<file path="src/hdl/ccp_pkg.sv">
package ccp_pkg;

   // ************************************************************
   // timing
   // ************************************************************
   localparam int CLK_MHZ       = 250;
   localparam int POR_SHORT_US  = 2000;
   localparam int POR_LONG_US   = 100000;
   localparam int RESTART_US    = 2;
   localparam int DONE_WAIT_US  = 4;
   localparam int CNT_W         = 25;

   localparam logic [CNT_W-1:0] RESTART_CNT   = CNT_W'(RESTART_US * CLK_MHZ);
   localparam logic [CNT_W-1:0] DONE_WAIT_CNT = CNT_W'(DONE_WAIT_US * CLK_MHZ);

   // ************************************************************
   // register map and fields
   // ************************************************************
   localparam logic [7:0]  ADDR_CTRL    = 8'h00;
   localparam logic [7:0]  ADDR_LEN     = 8'h04;
   localparam logic [7:0]  ADDR_STATUS  = 8'h08;

   localparam int          CTRL_EXT_BIT = 0;
   localparam int          CTRL_DIV_LSB = 8;
   localparam int          DIV_W        = 8;
   localparam logic [7:0]  DIV_RESET    = 8'h04;
   localparam logic [7:0]  DIV_MIN      = 8'h04;
   localparam int          LEN_W        = 16;
   localparam logic [15:0] LEN_RESET    = 16'h0100;
   localparam int          STAT_CS_BIT  = 8;
   localparam int          STAT_ERR_BIT = 24;
   localparam int          PAGE_W       = 3;
   localparam int          DATA_W       = 8;
   localparam int          ADDR_W       = PAGE_W + LEN_W;

   // ************************************************************
   // sequencer states
   // ************************************************************
   typedef enum logic [5:0] {
      ST_RESET     = 6'b000001,
      ST_WAIT_RISE = 6'b000010,
      ST_CONFIG    = 6'b000100,
      ST_CHECK     = 6'b001000,
      ST_USER      = 6'b010000,
      ST_IDLE      = 6'b100000
   } ccp_state_t;

endpackage : ccp_pkg

</file>
<file path="src/hdl/ccp_sync.sv">
`timescale 1ns/1ps
module ccp_sync #(
   parameter int WIDTH = 1
) (
   input  wire logic             clk,
   input  wire logic             nrst,
   input  wire logic [WIDTH-1:0] d,
   output logic      [WIDTH-1:0] q
);

   // first stage is read only by the second stage
   logic [WIDTH-1:0] meta;

   always_ff @(posedge clk) begin
      if (!nrst) begin
         meta <= '0;
         q    <= '0;
      end else begin
         meta <= d;
         q    <= meta;
      end
   end

endmodule : ccp_sync

</file>
<file path="src/hdl/ccp_por_seq.sv">
// Decided for this implementation: the Wishbone register port and the placing of the registers.
`timescale 1ns/1ps
module ccp_por_seq
   import ccp_pkg::*;
#(
   parameter int POR_SHORT_CYCLES = POR_SHORT_US * CLK_MHZ,
   parameter int POR_LONG_CYCLES  = POR_LONG_US * CLK_MHZ
) (
   input  wire logic              clk,
   input  wire logic              nrst,
   input  wire logic              supply_ok,
   input  wire logic              por_delay_select,
   input  wire logic [PAGE_W-1:0] page_select,
   input  wire logic              chip_select_in,
   input  wire logic              fpga_status_low,
   input  wire logic              fpga_config_complete,
   input  wire logic              external_clock_in,
   input  wire logic              config_reset_line_in,
   output logic                   config_reset_line_out,
   output logic                   config_reset_line_oe,
   output logic                   config_clock_out,
   output logic [DATA_W-1:0]      config_data,
   output logic [ADDR_W-1:0]      flash_addr,
   input  wire logic [DATA_W-1:0] flash_data,
   input  wire logic              wb_cyc_i,
   input  wire logic              wb_stb_i,
   input  wire logic              wb_we_i,
   input  wire logic [7:0]        wb_adr_i,
   input  wire logic [3:0]        wb_sel_i,
   input  wire logic [31:0]       wb_dat_i,
   output logic [31:0]            wb_dat_o,
   output logic                   wb_ack_o
);

   // ************************************************************
   // elaboration checks
   // ************************************************************
   if (POR_SHORT_CYCLES < 1 || POR_LONG_CYCLES < 1 ||
       POR_SHORT_CYCLES >= 2**CNT_W || POR_LONG_CYCLES >= 2**CNT_W) begin : g_bad_por
      $error("por cycle counts must fit the hold counter");
   end

   // ************************************************************
   // input synchronisers
   // ************************************************************
   localparam int SYNC_W = 10 + DATA_W;

   logic [SYNC_W-1:0] sync_in;
   logic [SYNC_W-1:0] sync_out;
   logic              supply_s;
   logic              por_sel_s;
   logic [PAGE_W-1:0] page_s;
   logic              cs_s;
   logic              status_s;
   logic              complete_s;
   logic              ext_s;
   logic              line_s;
   logic [DATA_W-1:0] flash_data_s;

   // flash data only matters once it has settled for the current address
   assign sync_in = {supply_ok, por_delay_select, page_select, chip_select_in,
                     fpga_status_low, fpga_config_complete, external_clock_in,
                     config_reset_line_in, flash_data};

   ccp_sync #(
      .WIDTH (SYNC_W)
   ) u_sync (
      .clk  (clk),
      .nrst (nrst),
      .d    (sync_in),
      .q    (sync_out)
   );

   assign {supply_s, por_sel_s, page_s, cs_s, status_s, complete_s, ext_s,
           line_s, flash_data_s} = sync_out;

   // ************************************************************
   // state and registers
   // ************************************************************
   ccp_state_t        state;
   ccp_state_t        next_state;
   logic [CNT_W-1:0]  timer;
   logic [CNT_W-1:0]  next_timer;
   logic              next_err_evt;
   logic              ext_sel;
   logic [DIV_W-1:0]  clk_div;
   logic [LEN_W-1:0]  cfg_len;
   logic              err_flag;
   logic              cs_sample;
   logic              ext_prev;
   logic              supply_prev;
   logic [DIV_W-1:0]  div_cnt;
   logic [LEN_W-1:0]  byte_cnt;

   // ************************************************************
   // decode and selection
   // ************************************************************
   logic              wb_req;
   logic              wr_en;
   logic              hit_ctrl;
   logic              hit_len;
   logic              hit_stat;
   logic [31:0]       ctrl_word;
   logic [31:0]       len_word;
   logic [31:0]       status_word;
   logic [31:0]       rd_data;
   logic              err_clr;
   logic [CNT_W-1:0]  por_cycles;
   logic [DIV_W-1:0]  eff_div;
   logic [LEN_W-1:0]  eff_len;
   logic              last_byte;
   logic              tick_int;
   logic              tick_ext;
   logic              tick;
   logic              in_config;
   logic              load_first;

   assign wb_req      = wb_cyc_i & wb_stb_i;
   assign wr_en       = wb_req & wb_we_i & wb_ack_o;
   assign hit_ctrl    = wb_adr_i == ADDR_CTRL;
   assign hit_len     = wb_adr_i == ADDR_LEN;
   assign hit_stat    = wb_adr_i == ADDR_STATUS;
   assign ctrl_word   = {16'h0000, clk_div, 7'h00, ext_sel};
   assign len_word    = {16'h0000, cfg_len};
   assign status_word = {7'h00, err_flag, 5'h00, page_s, 7'h00, cs_sample, 2'h0, state};
   assign rd_data     = hit_ctrl ? ctrl_word :
                        hit_len  ? len_word  :
                        hit_stat ? status_word : 32'h0000_0000;
   assign err_clr     = wr_en & hit_stat & wb_sel_i[3] & wb_dat_i[STAT_ERR_BIT];

   assign por_cycles  = por_sel_s ? CNT_W'(POR_SHORT_CYCLES)
                                  : CNT_W'(POR_LONG_CYCLES);
   // below the minimum the flash data would not settle before it is sent
   assign eff_div     = (clk_div < DIV_MIN) ? DIV_MIN : clk_div;
   assign eff_len     = (cfg_len == 16'h0000) ? 16'h0001 : cfg_len;
   assign last_byte   = byte_cnt == eff_len;
   assign in_config   = state == ST_CONFIG;
   assign tick_int    = div_cnt == 8'h00;
   assign tick_ext    = ext_s & ~ext_prev;
   // outside configuration the external clock reaches nothing
   assign tick        = in_config & (ext_sel ? tick_ext : tick_int);
   assign load_first  = (state == ST_WAIT_RISE) & (next_state == ST_CONFIG);

   // ************************************************************
   // sequencer
   // ************************************************************
   always_comb begin
      next_state   = state;
      next_timer   = timer;
      next_err_evt = 1'b0;
      if (!supply_s) begin
         // supply loss always restarts the hold picked by the delay select, also out of idle
         next_state = ST_RESET;
         next_timer = por_cycles;
      end else if (!status_s && state != ST_RESET && state != ST_IDLE) begin
         next_state = ST_RESET;
         next_timer = RESTART_CNT;
      end else begin
         unique case (state)
            ST_RESET: begin
               if (!supply_prev) begin
                  // synced select is only valid once supply reads good
                  next_timer = por_cycles;
               end else if (timer == '0) begin
                  next_state = ST_WAIT_RISE;
               end else begin
                  next_timer = timer - CNT_W'(1);
               end
            end
            ST_WAIT_RISE: begin
               // line still low means someone else extends the hold
               if (line_s) begin
                  next_state = cs_s ? ST_IDLE : ST_CONFIG;
               end
            end
            ST_CONFIG: begin
               if (complete_s) begin
                  next_state = ST_USER;
               end else if (tick && config_clock_out && last_byte) begin
                  next_state = ST_CHECK;
                  next_timer = DONE_WAIT_CNT;
               end
            end
            ST_CHECK: begin
               if (complete_s) begin
                  next_state = ST_USER;
               end else if (timer == '0) begin
                  next_state   = ST_RESET;
                  next_timer   = RESTART_CNT;
                  next_err_evt = 1'b1;
               end else begin
                  next_timer = timer - CNT_W'(1);
               end
            end
            ST_USER: begin
               next_state = ST_USER;
            end
            ST_IDLE: begin
               next_state = ST_IDLE;
            end
            default: begin
               next_state = ST_RESET;
               next_timer = por_cycles;
            end
         endcase
      end
   end

   always_ff @(posedge clk) begin
      if (!nrst) begin
         state       <= ST_RESET;
         timer       <= '0;
         supply_prev <= 1'b0;
      end else begin
         state       <= next_state;
         timer       <= next_timer;
         supply_prev <= supply_s;
      end
   end

   // line drive is open drain: oe high pulls the shared line low
   always_ff @(posedge clk) begin
      if (!nrst) begin
         config_reset_line_oe  <= 1'b1;
         config_reset_line_out <= 1'b0;
      end else begin
         config_reset_line_oe  <= next_state == ST_RESET;
         config_reset_line_out <= 1'b0;
      end
   end

   always_ff @(posedge clk) begin
      if (!nrst) begin
         cs_sample <= 1'b0;
      end else if (state == ST_WAIT_RISE && line_s) begin
         cs_sample <= cs_s;
      end
   end

   // ************************************************************
   // configuration clock and data
   // ************************************************************
   always_ff @(posedge clk) begin
      if (!nrst) begin
         ext_prev <= 1'b0;
         div_cnt  <= '0;
      end else begin
         ext_prev <= ext_s;
         if (!in_config || tick_int) begin
            div_cnt <= eff_div - 8'h01;
         end else begin
            div_cnt <= div_cnt - 8'h01;
         end
      end
   end

   always_ff @(posedge clk) begin
      if (!nrst) begin
         config_clock_out <= 1'b0;
         config_data      <= '0;
         flash_addr       <= '0;
         byte_cnt         <= '0;
      end else if (state == ST_RESET) begin
         config_clock_out <= 1'b0;
         flash_addr       <= {page_s, 16'h0000};
         byte_cnt         <= '0;
      end else if (load_first) begin
         config_data <= flash_data_s;
         flash_addr  <= {flash_addr[ADDR_W-1:LEN_W], 16'h0001};
         byte_cnt    <= 16'h0001;
      end else if (tick) begin
         config_clock_out <= ~config_clock_out;
         if (config_clock_out && !last_byte) begin
            config_data <= flash_data_s;
            flash_addr  <= {flash_addr[ADDR_W-1:LEN_W], byte_cnt + 16'h0001};
            byte_cnt    <= byte_cnt + 16'h0001;
         end
      end
   end

   // ************************************************************
   // wishbone slave
   // ************************************************************
   always_ff @(posedge clk) begin
      if (!nrst) begin
         wb_ack_o <= 1'b0;
         wb_dat_o <= 32'h0000_0000;
      end else begin
         wb_ack_o <= wb_req & ~wb_ack_o;
         wb_dat_o <= (wb_req & ~wb_ack_o) ? rd_data : 32'h0000_0000;
      end
   end

   always_ff @(posedge clk) begin
      if (!nrst) begin
         ext_sel <= 1'b0;
         clk_div <= DIV_RESET;
         cfg_len <= LEN_RESET;
      end else if (wr_en) begin
         if (hit_ctrl && wb_sel_i[0]) begin
            ext_sel <= wb_dat_i[CTRL_EXT_BIT];
         end
         if (hit_ctrl && wb_sel_i[1]) begin
            clk_div <= wb_dat_i[CTRL_DIV_LSB +: DIV_W];
         end
         if (hit_len && wb_sel_i[0]) begin
            cfg_len[7:0] <= wb_dat_i[7:0];
         end
         if (hit_len && wb_sel_i[1]) begin
            cfg_len[15:8] <= wb_dat_i[15:8];
         end
      end
   end

   // a new error in the clearing cycle survives
   always_ff @(posedge clk) begin
      if (!nrst) begin
         err_flag <= 1'b0;
      end else if (next_err_evt) begin
         err_flag <= 1'b1;
      end else if (err_clr) begin
         err_flag <= 1'b0;
      end
   end
endmodule : ccp_por_seq

</file>
<file path="config.mk">
export PLATFORM = sky130hd
export DESIGN_NAME = ccp_por_seq
export DESIGN_NICKNAME = d
export VERILOG_FILES = /design/src/hdl/ccp_pkg.sv /design/src/hdl/ccp_sync.sv /design/src/hdl/ccp_por_seq.sv
export SDC_FILE = /design/constraint.sdc
export NUM_CORES = 1
export LEC_CHECK = 0
export BUFFER_PORTS_ARGS = -buffer_cell sky130_fd_sc_hd__buf_2
export CAP_MARGIN = 40
export CORE_MARGIN = 5
export CORE_UTILIZATION = 60
export DETAILED_ROUTE_END_ITERATION = 7
export PLACE_DENSITY = 0.82
export SLEW_MARGIN = 10
export SYNTH_ARGS = -nofsm -noshare
export SYNTH_HDL_FRONTEND = slang
export SYNTH_SLANG_ARGS = --single-unit
</file>
<file path="constraint.sdc">
create_clock -name clk -period 7.29 [get_ports clk]
set_input_delay 1.0935 -clock clk [delete_from_list [all_inputs] [get_ports clk]]
set_output_delay 1.0935 -clock clk [all_outputs]
set_load 0.005 [all_outputs]
</file>
==> results of run 1 <==
metrics by stage:
step                      cells  hold WS [ns]
after floorplan             806         0.412
after global placement      985         0.415
after detailed placement    986         0.422
after CTS                  1018         0.433
after global routing       1018         0.438
final                      1018         0.430
synthesized netlist by cell type, types with 3 or more instances:
| library cell | n | area share, % |
|---|---|---|
| nand4_1 | 9 | 0.80 |
| o211ai_1 | 4 | 0.43 |
| nor4b_1 | 3 | 0.38 |
| mux2i_1 | 39 | 5.6 |
| o31ai_1 | 6 | 0.64 |
| nor4_1 | 26 | 2.3 |
| nand3_1 | 33 | 2.4 |
| or4_4 | 3 | 0.48 |
| nor3b_1 | 5 | 0.54 |
| o21ai_0 | 28 | 2.0 |
| nand2b_1 | 6 | 0.54 |
| ha_1 | 3 | 0.54 |
| and2_1 | 50 | 4.5 |
| xor2_1 | 20 | 2.5 |
| clkbuf_1 | 30 | 1.6 |
| xnor2_1 | 31 | 3.9 |
| a21boi_0 | 3 | 0.32 |
| buf_2 | 4 | 0.29 |
| or4_1 | 5 | 0.54 |
| a21oi_1 | 29 | 2.1 |
| nor2_1 | 91 | 4.9 |
| a22o_1 | 6 | 0.75 |
| o221a_2 | 4 | 0.64 |
| or3_1 | 11 | 0.98 |
| inv_1 | 13 | 0.70 |
| or2_2 | 4 | 0.36 |
| nor3_1 | 23 | 1.6 |
| buf_4 | 28 | 3.0 |
| dfxtp_1 | 155 | 44 |
| nand2_1 | 61 | 3.3 |
| buf_1 | 3 | 0.16 |
| and3_1 | 8 | 0.72 |
| a31oi_1 | 4 | 0.36 |
state kept, by name (all words and copies together) (netlist names), 6 cells and up:
| register | flops |
|---|---|
| timer | 25 |
| config_data | 8 |
| clk_div | 8 |
| wb_dat_o | 20 |
| cfg_len | 16 |
| flash_addr | 19 |
| u_sync.meta | 18 |
| u_sync.q | 18 |
| state | 6 |
| div_cnt | 8 |
area by class of cell:
cell class / count / share of cell area [%]
Clock buffer: 21 / 5.65
Clock inverter: 11 / 1.51
Inverter: 13 / 0.613
Multi-Input combinational cell: 572 / 44.4
Tap cell: 143 / 2.25
Timing Repair Buffer: 103 / 6.66
Sequential cell: 155 / 39.0
cells in the final DEF, fill, tap and decap left out, drive strengths merged, types with 3 or more instances in the layout:
cell,count
dfxtp,155
buf,103
nor2,92
nand2,61
and2,50
mux2i,39
nand3,33
xnor2,31
a21oi,29
o21ai,28
nor4,26
nor3,23
clkbuf,21
xor2,20
inv,14
conb,13
or3,11
nand4,9
and3,8
o31ai,8
or4,8
nand2b,6
a22o,6
nor3b,5
or2,5
a31oi,5
clkinv,5
o211ai,4
o221a,4
a21boi,4
nor4b,3
ha,3
clkinvlp,3
routing by layer:
layer,GRT usage [%],up-vias
met5,0,-
met4,8.46,0
met3,6.63,38
met2,42.3,212
met1,28.2,2790
li1,-,2881
worst max path at each step:
stage	start	end	slack (ns)	cells past startpoint
5_1_grt	state[4]	timer[10]	3.43	7
6_report	state[5]	timer[10]	3.66	7
3_3_place_gp	state[5]	timer[20]	3.54	7
4_1_cts	state[5]	timer[10]	3.70	7
3_5_place_dp	nrst	wb_dat_o[7]	3.63	9
2_1_floorplan	timer[0]	timer[20]	4.40	11
report_power, final:
part | internal (mW) | switching, mW | total, mW
clock network | 0.511 | 0.342 | 0.853
logic | 0.0356 | 0.0441 | 0.0797
registers | 0.864 | 0.0122 | 0.876
total | 1.41 | 0.398 | 1.81
critical path: cells and delay by family, from the launching register on:
family / cells / cell delay [ns]
AO/OA/AOI/OAI: 3 / 1.08
flip-flops: 1 / 0.38
AND/OR/NAND/NOR: 4 / 2.11
cell families after synthesis:
kind of cell / count (synthesis)
mux: 41
buf+inv: 79
xor+xnor: 51
flops: 155
simple gates: 352
compound gates: 112
fa+ha+maj: 3
other cells: 1
==> results.cfg, run 1 <==
[worst_hold_path]
min_path_cells = 1
min_from = u_sync.meta[6]
holdPathEnd = u_sync.q[6]
hold_path.class = flip-flop to flip-flop

[critical_path]
regToRegSetupSlack_ns = 3.66
cp_data_arrival_time_ns = 3.99
path_class = flip-flop to flip-flop
crit_slowest_cell = nor3_1
r2r_start = state[5]
cp-end-kind = flip-flop
start_kind = flip-flop
reg2reg_to = timer[10]
path_max_fanout = 14
cp_cell_sequence = nor3_1 > nand2_1 > nor3_1 > a41oi_1 > o31a_1 > or4_1 > a21oi_1
rr_worst_depth = 7
crit_top_cell = nor3_1
cp.required_ns = 7.65
slowest_delay_ns = 0.81

[place]
placement.io_buffers = 100
placed_cell_area_mm2 = 0.00740
gp_congestion = 0.889
hpwl_um = 12000
post-place-ws_ns = 3.63

[yosys]
synth_top_family_by_area = simple AND/OR/NAND/NOR gates
ys.warnings.count = 0
synth_flop_cell = dfxtp_1
postSynthCellCount = 794
synthArstFlopShare_pct = 0
yosys-mux-area-fraction_pct = 5.90
yosys.area_share.simple_pct = 25.9
synth_compound_area_share_pct = 10.9
ys_types = 65
synth-seq-cells = 155
seq_area_frac_synth_pct = 44.3
synth_adder_area_share_pct = 0.536
synth-edff-count = 0
synth-xor-area-share_pct = 6.38
syn_avg_cell_area_um2 = 8.81
syn-cell-area_mm2 = 0.00700

[floorplan]
rows = 39
die_area_mm2 = 0.0139
initial_core_util_pct = 61.3
die_height_um = 118
ioPinCount = 130
die_w_um = 118
core_area_mm2 = 0.0114

[finish]
nets = 932
layout-drive-gt1-share_pct = 17.4
num-fill-cells = 895
design_area_mm2 = 0.00797
fin_util_pct = 69.8
diodes = 0
synthToLayoutAreaGrowth_pct = 13.8
seq_area_mm2 = 0.00310
multi_input_area_mm2 = 0.00353

[sta]
setup_tns_ns = 0
skew_ns = 0.00654
setup_viol = 0
drv_slew = 0
rsz0062_at_grt = false
tightest_slew_ns = 0.958
timing.final.crit_share_pct = 49.8
hold_viol_final = 0
max_clock_freq_mhz = 275
post-route-min-period_ns = 3.63
slew_headroom_pct = 35.6
setup_slack_ns = 3.66

[routing]
via_per_inst = 5.82
wl_per_cell_um = 16.7
final_antenna_net_count = 0
drtPass1Iterations = 5
top_layer = met4
wl_met2_um = 8650
wl_um = 17000
drt_iter0_markers = 474
via_count = 5921
route.detailed.drc = 0
met3WireLength_um = 1140
wl_met1_um = 6800

[power_and_ir_drop]
powerDensity_mw_per_mm2 = 227
peakVddDrop_mv = 0.230
p_leak_nw = 3.39
p_total_mw = 1.81

[global_route]
grt_max_degree = 81
antenna_found_initial = 0
grt_use_total_pct = 24.1
grt_pass1_vias = 5659
grt_pass1_wl_um = 27800
overflow = 0

[clocking]
cts_tree = done
cts_hold_buf = 0
post_cts_buffers = 0
clock_latency_ns = 0.43
cts_buffer_depth = 2
cts_buffers = 17
htreeDepth = 4
clkTransAtPathRegs_ns = 0.06
clock-sinks = 155
ctsResizeCount = 0
root_buffer = clkbuf_16

[run]
max_cap_violations = 0

[outcome]
outcome = complete, no violations
Note: power is estimated with default switching activity, not from simulation.
==> inputs of run 2 (changes only) <==
--- a/config.mk
+++ b/config.mk
@@ -8,9 +8,9 @@
 export BUFFER_PORTS_ARGS = -buffer_cell sky130_fd_sc_hd__buf_2
 export CAP_MARGIN = 40
 export CORE_MARGIN = 5
-export CORE_UTILIZATION = 60
+export CORE_UTILIZATION = 56
 export DETAILED_ROUTE_END_ITERATION = 7
-export PLACE_DENSITY = 0.82
+export PLACE_DENSITY = 0.77
 export SLEW_MARGIN = 10
 export SYNTH_ARGS = -nofsm -noshare
 export SYNTH_HDL_FRONTEND = slang
==> constraint.sdc (replaced) <==
create_clock -name clk -period 3.8 [get_ports clk]
set_input_delay 0.57 -clock clk [delete_from_list [all_inputs] [get_ports clk]]
set_output_delay 0.57 -clock clk [all_outputs]
set_load 0.005 [all_outputs]
==> run 2 against run 1 <==
Against the previous run:
- first-iteration DRC count increased by 0.63%
- critical path type unchanged
- clock power up 100%
- utilization is 3.5 points lower
- non-clock buffer count grew 1
- combinational power up 93%
- sequential power rose by 92%
- highest routed layer unchanged
- routed wire length rose by 1.6%
- largest cell class unchanged
==> results.cfg, run 2 (synthesis gave the netlist of run 1 again) <==
[sta]
setup_slack_ns = 0.523
timing.final.crit_share_pct = 86.2
setup_viol = 0
skew_ns = 0.00715
tightest_slew_ns = 0.821
slew_headroom_pct = 44.9
post-route-min-period_ns = 3.28
drv_slew = 0
setup_tns_ns = 0
rsz0062_at_grt = false
hold_viol_final = 0
max_clock_freq_mhz = 305

[place]
placed_cell_area_mm2 = 0.00742
hpwl_um = 12300
placement.io_buffers = 100
post-place-ws_ns = 0.580
gp_congestion = 0.907
dp.cells = 1012

[clocking]
cts_buffers = 17
clkTransAtPathRegs_ns = 0.06
cts_buffer_depth = 2
root_buffer = clkbuf_16
ctsResizeCount = 0
htreeDepth = 4
cts_tree = done
clock-sinks = 155
clock_latency_ns = 0.43
cts_hold_buf = 0
post_cts_buffers = 0

[finish]
multi_input_area_mm2 = 0.00353
final_cell_count_no_fill = 1043
synthToLayoutAreaGrowth_pct = 14.6
design_area_mm2 = 0.00802
nets = 933
layout-drive-gt1-share_pct = 17.4
seq_area_mm2 = 0.00310
mostFrequentLayoutCells = dfxtp_1 (155), buf_2 (100), nor2_1 (91)
diodes = 0
layout_commonest_cell = dfxtp_1
regMostFlops = timer
top_regs = timer x25, wb_dat_o x20, flash_addr x19
largest_reg_flops = 25
num-fill-cells = 1016

[critical_path]
path_class = flip-flop to flip-flop
cp_data_arrival_time_ns = 3.64
start_kind = flip-flop
cp.required_ns = 4.16
reg2reg_to = timer[10]
path_max_fanout = 14
r2r_start = timer[0]
rr_worst_depth = 9
crit_end = timer[10]
regToRegSetupSlack_ns = 0.52
critPathLaunch = timer[0]
cp-end-kind = flip-flop

[outcome]
outcome = complete, no violations

[floorplan]
initial_core_util_pct = 57.8
die_height_um = 122
die_area_mm2 = 0.0148
rows = 40
core_area_mm2 = 0.0121
ioPinCount = 130
die_w_um = 122

[global_route]
antenna_found_initial = 0
grtUsageMet1_pct = 27.5
use_met2_pct = 41.2
overflow = 0
gr-usage-met3_pct = 5.39
grt_pass1_vias = 5731
grt_pass1_wl_um = 27800
grt-busiest-layer = met2
grt_max_degree = 80
grt_use_total_pct = 23.6

[power_and_ir_drop]
peakVddDrop_mv = 0.282
p_leak_nw = 3.42
p_total_mw = 3.56
powerDensity_mw_per_mm2 = 444

[run]
max_cap_violations = 0

[routing]
route.detailed.drc = 0
via_per_inst = 5.73
drtPass1Iterations = 5
final_antenna_net_count = 0
via_count = 5977
wl_per_cell_um = 16.5
wl_um = 17200
drt_iter0_markers = 477

[worst_hold_path]
min_from = flash_data[4]
hold_path.class = input port to flip-flop
## run 2: critical path: stages (launching register included)
cell,delay [ns]
dfxtp_1,0.33
inv_1,0.08
ha_1,0.24
or4b_1,0.59
or3_1,0.45
or4_4,0.50
nor2_2,0.17
o31a_1,0.51
o21ai_0,0.17
a21oi_1,0.15
## run 2: where the power goes
group,total (mW),switching (mW),internal [mW]
Clock,1.73,0.633,1.09
Combinational,0.154,0.0855,0.0683
Sequential,1.68,0.0228,1.66
## run 2: worst min-delay path by stage
stage	end	slack, ns	cells past startpoint
floorplan	u_sync.q[0]	0.41	1
global placement	u_sync.q[5]	0.41	1
detailed placement	u_sync.q[17]	0.42	1
CTS	u_sync.meta[6]	0.33	2
global route	u_sync.meta[2]	0.34	2
finish	u_sync.meta[4]	0.34	2
## run 2: metal layers
layer  vias to the layer above  part of all wire (%)  wire (um)
met1                      2829                    40       6960
met4                         0                   3.0        516
li1                       2881                     -          -
met3                        46                   6.3       1090
met5                         -                     0          0
met2                       221                    50       8680
## run 2: final cells by class
cell class                 count  share of cell area, %
multi-input combinational    572                   43.9
sequential                   155                   38.7
timing repair buffer         104                   6.61
clock buffer                  24                   6.13
tap                          168                   2.62
clock inverter                 7                   1.40
inverter                      13                  0.608
## run 2: per-stage QoR
step | util (%) | hold WS [ns]
after floorplan | - | 0.412
after global placement | 61.3 | 0.414
after detailed placement | 61.3 | 0.419
after CTS | 66.2 | 0.334
after global routing | 66.2 | 0.339
final | 66.2 | 0.342
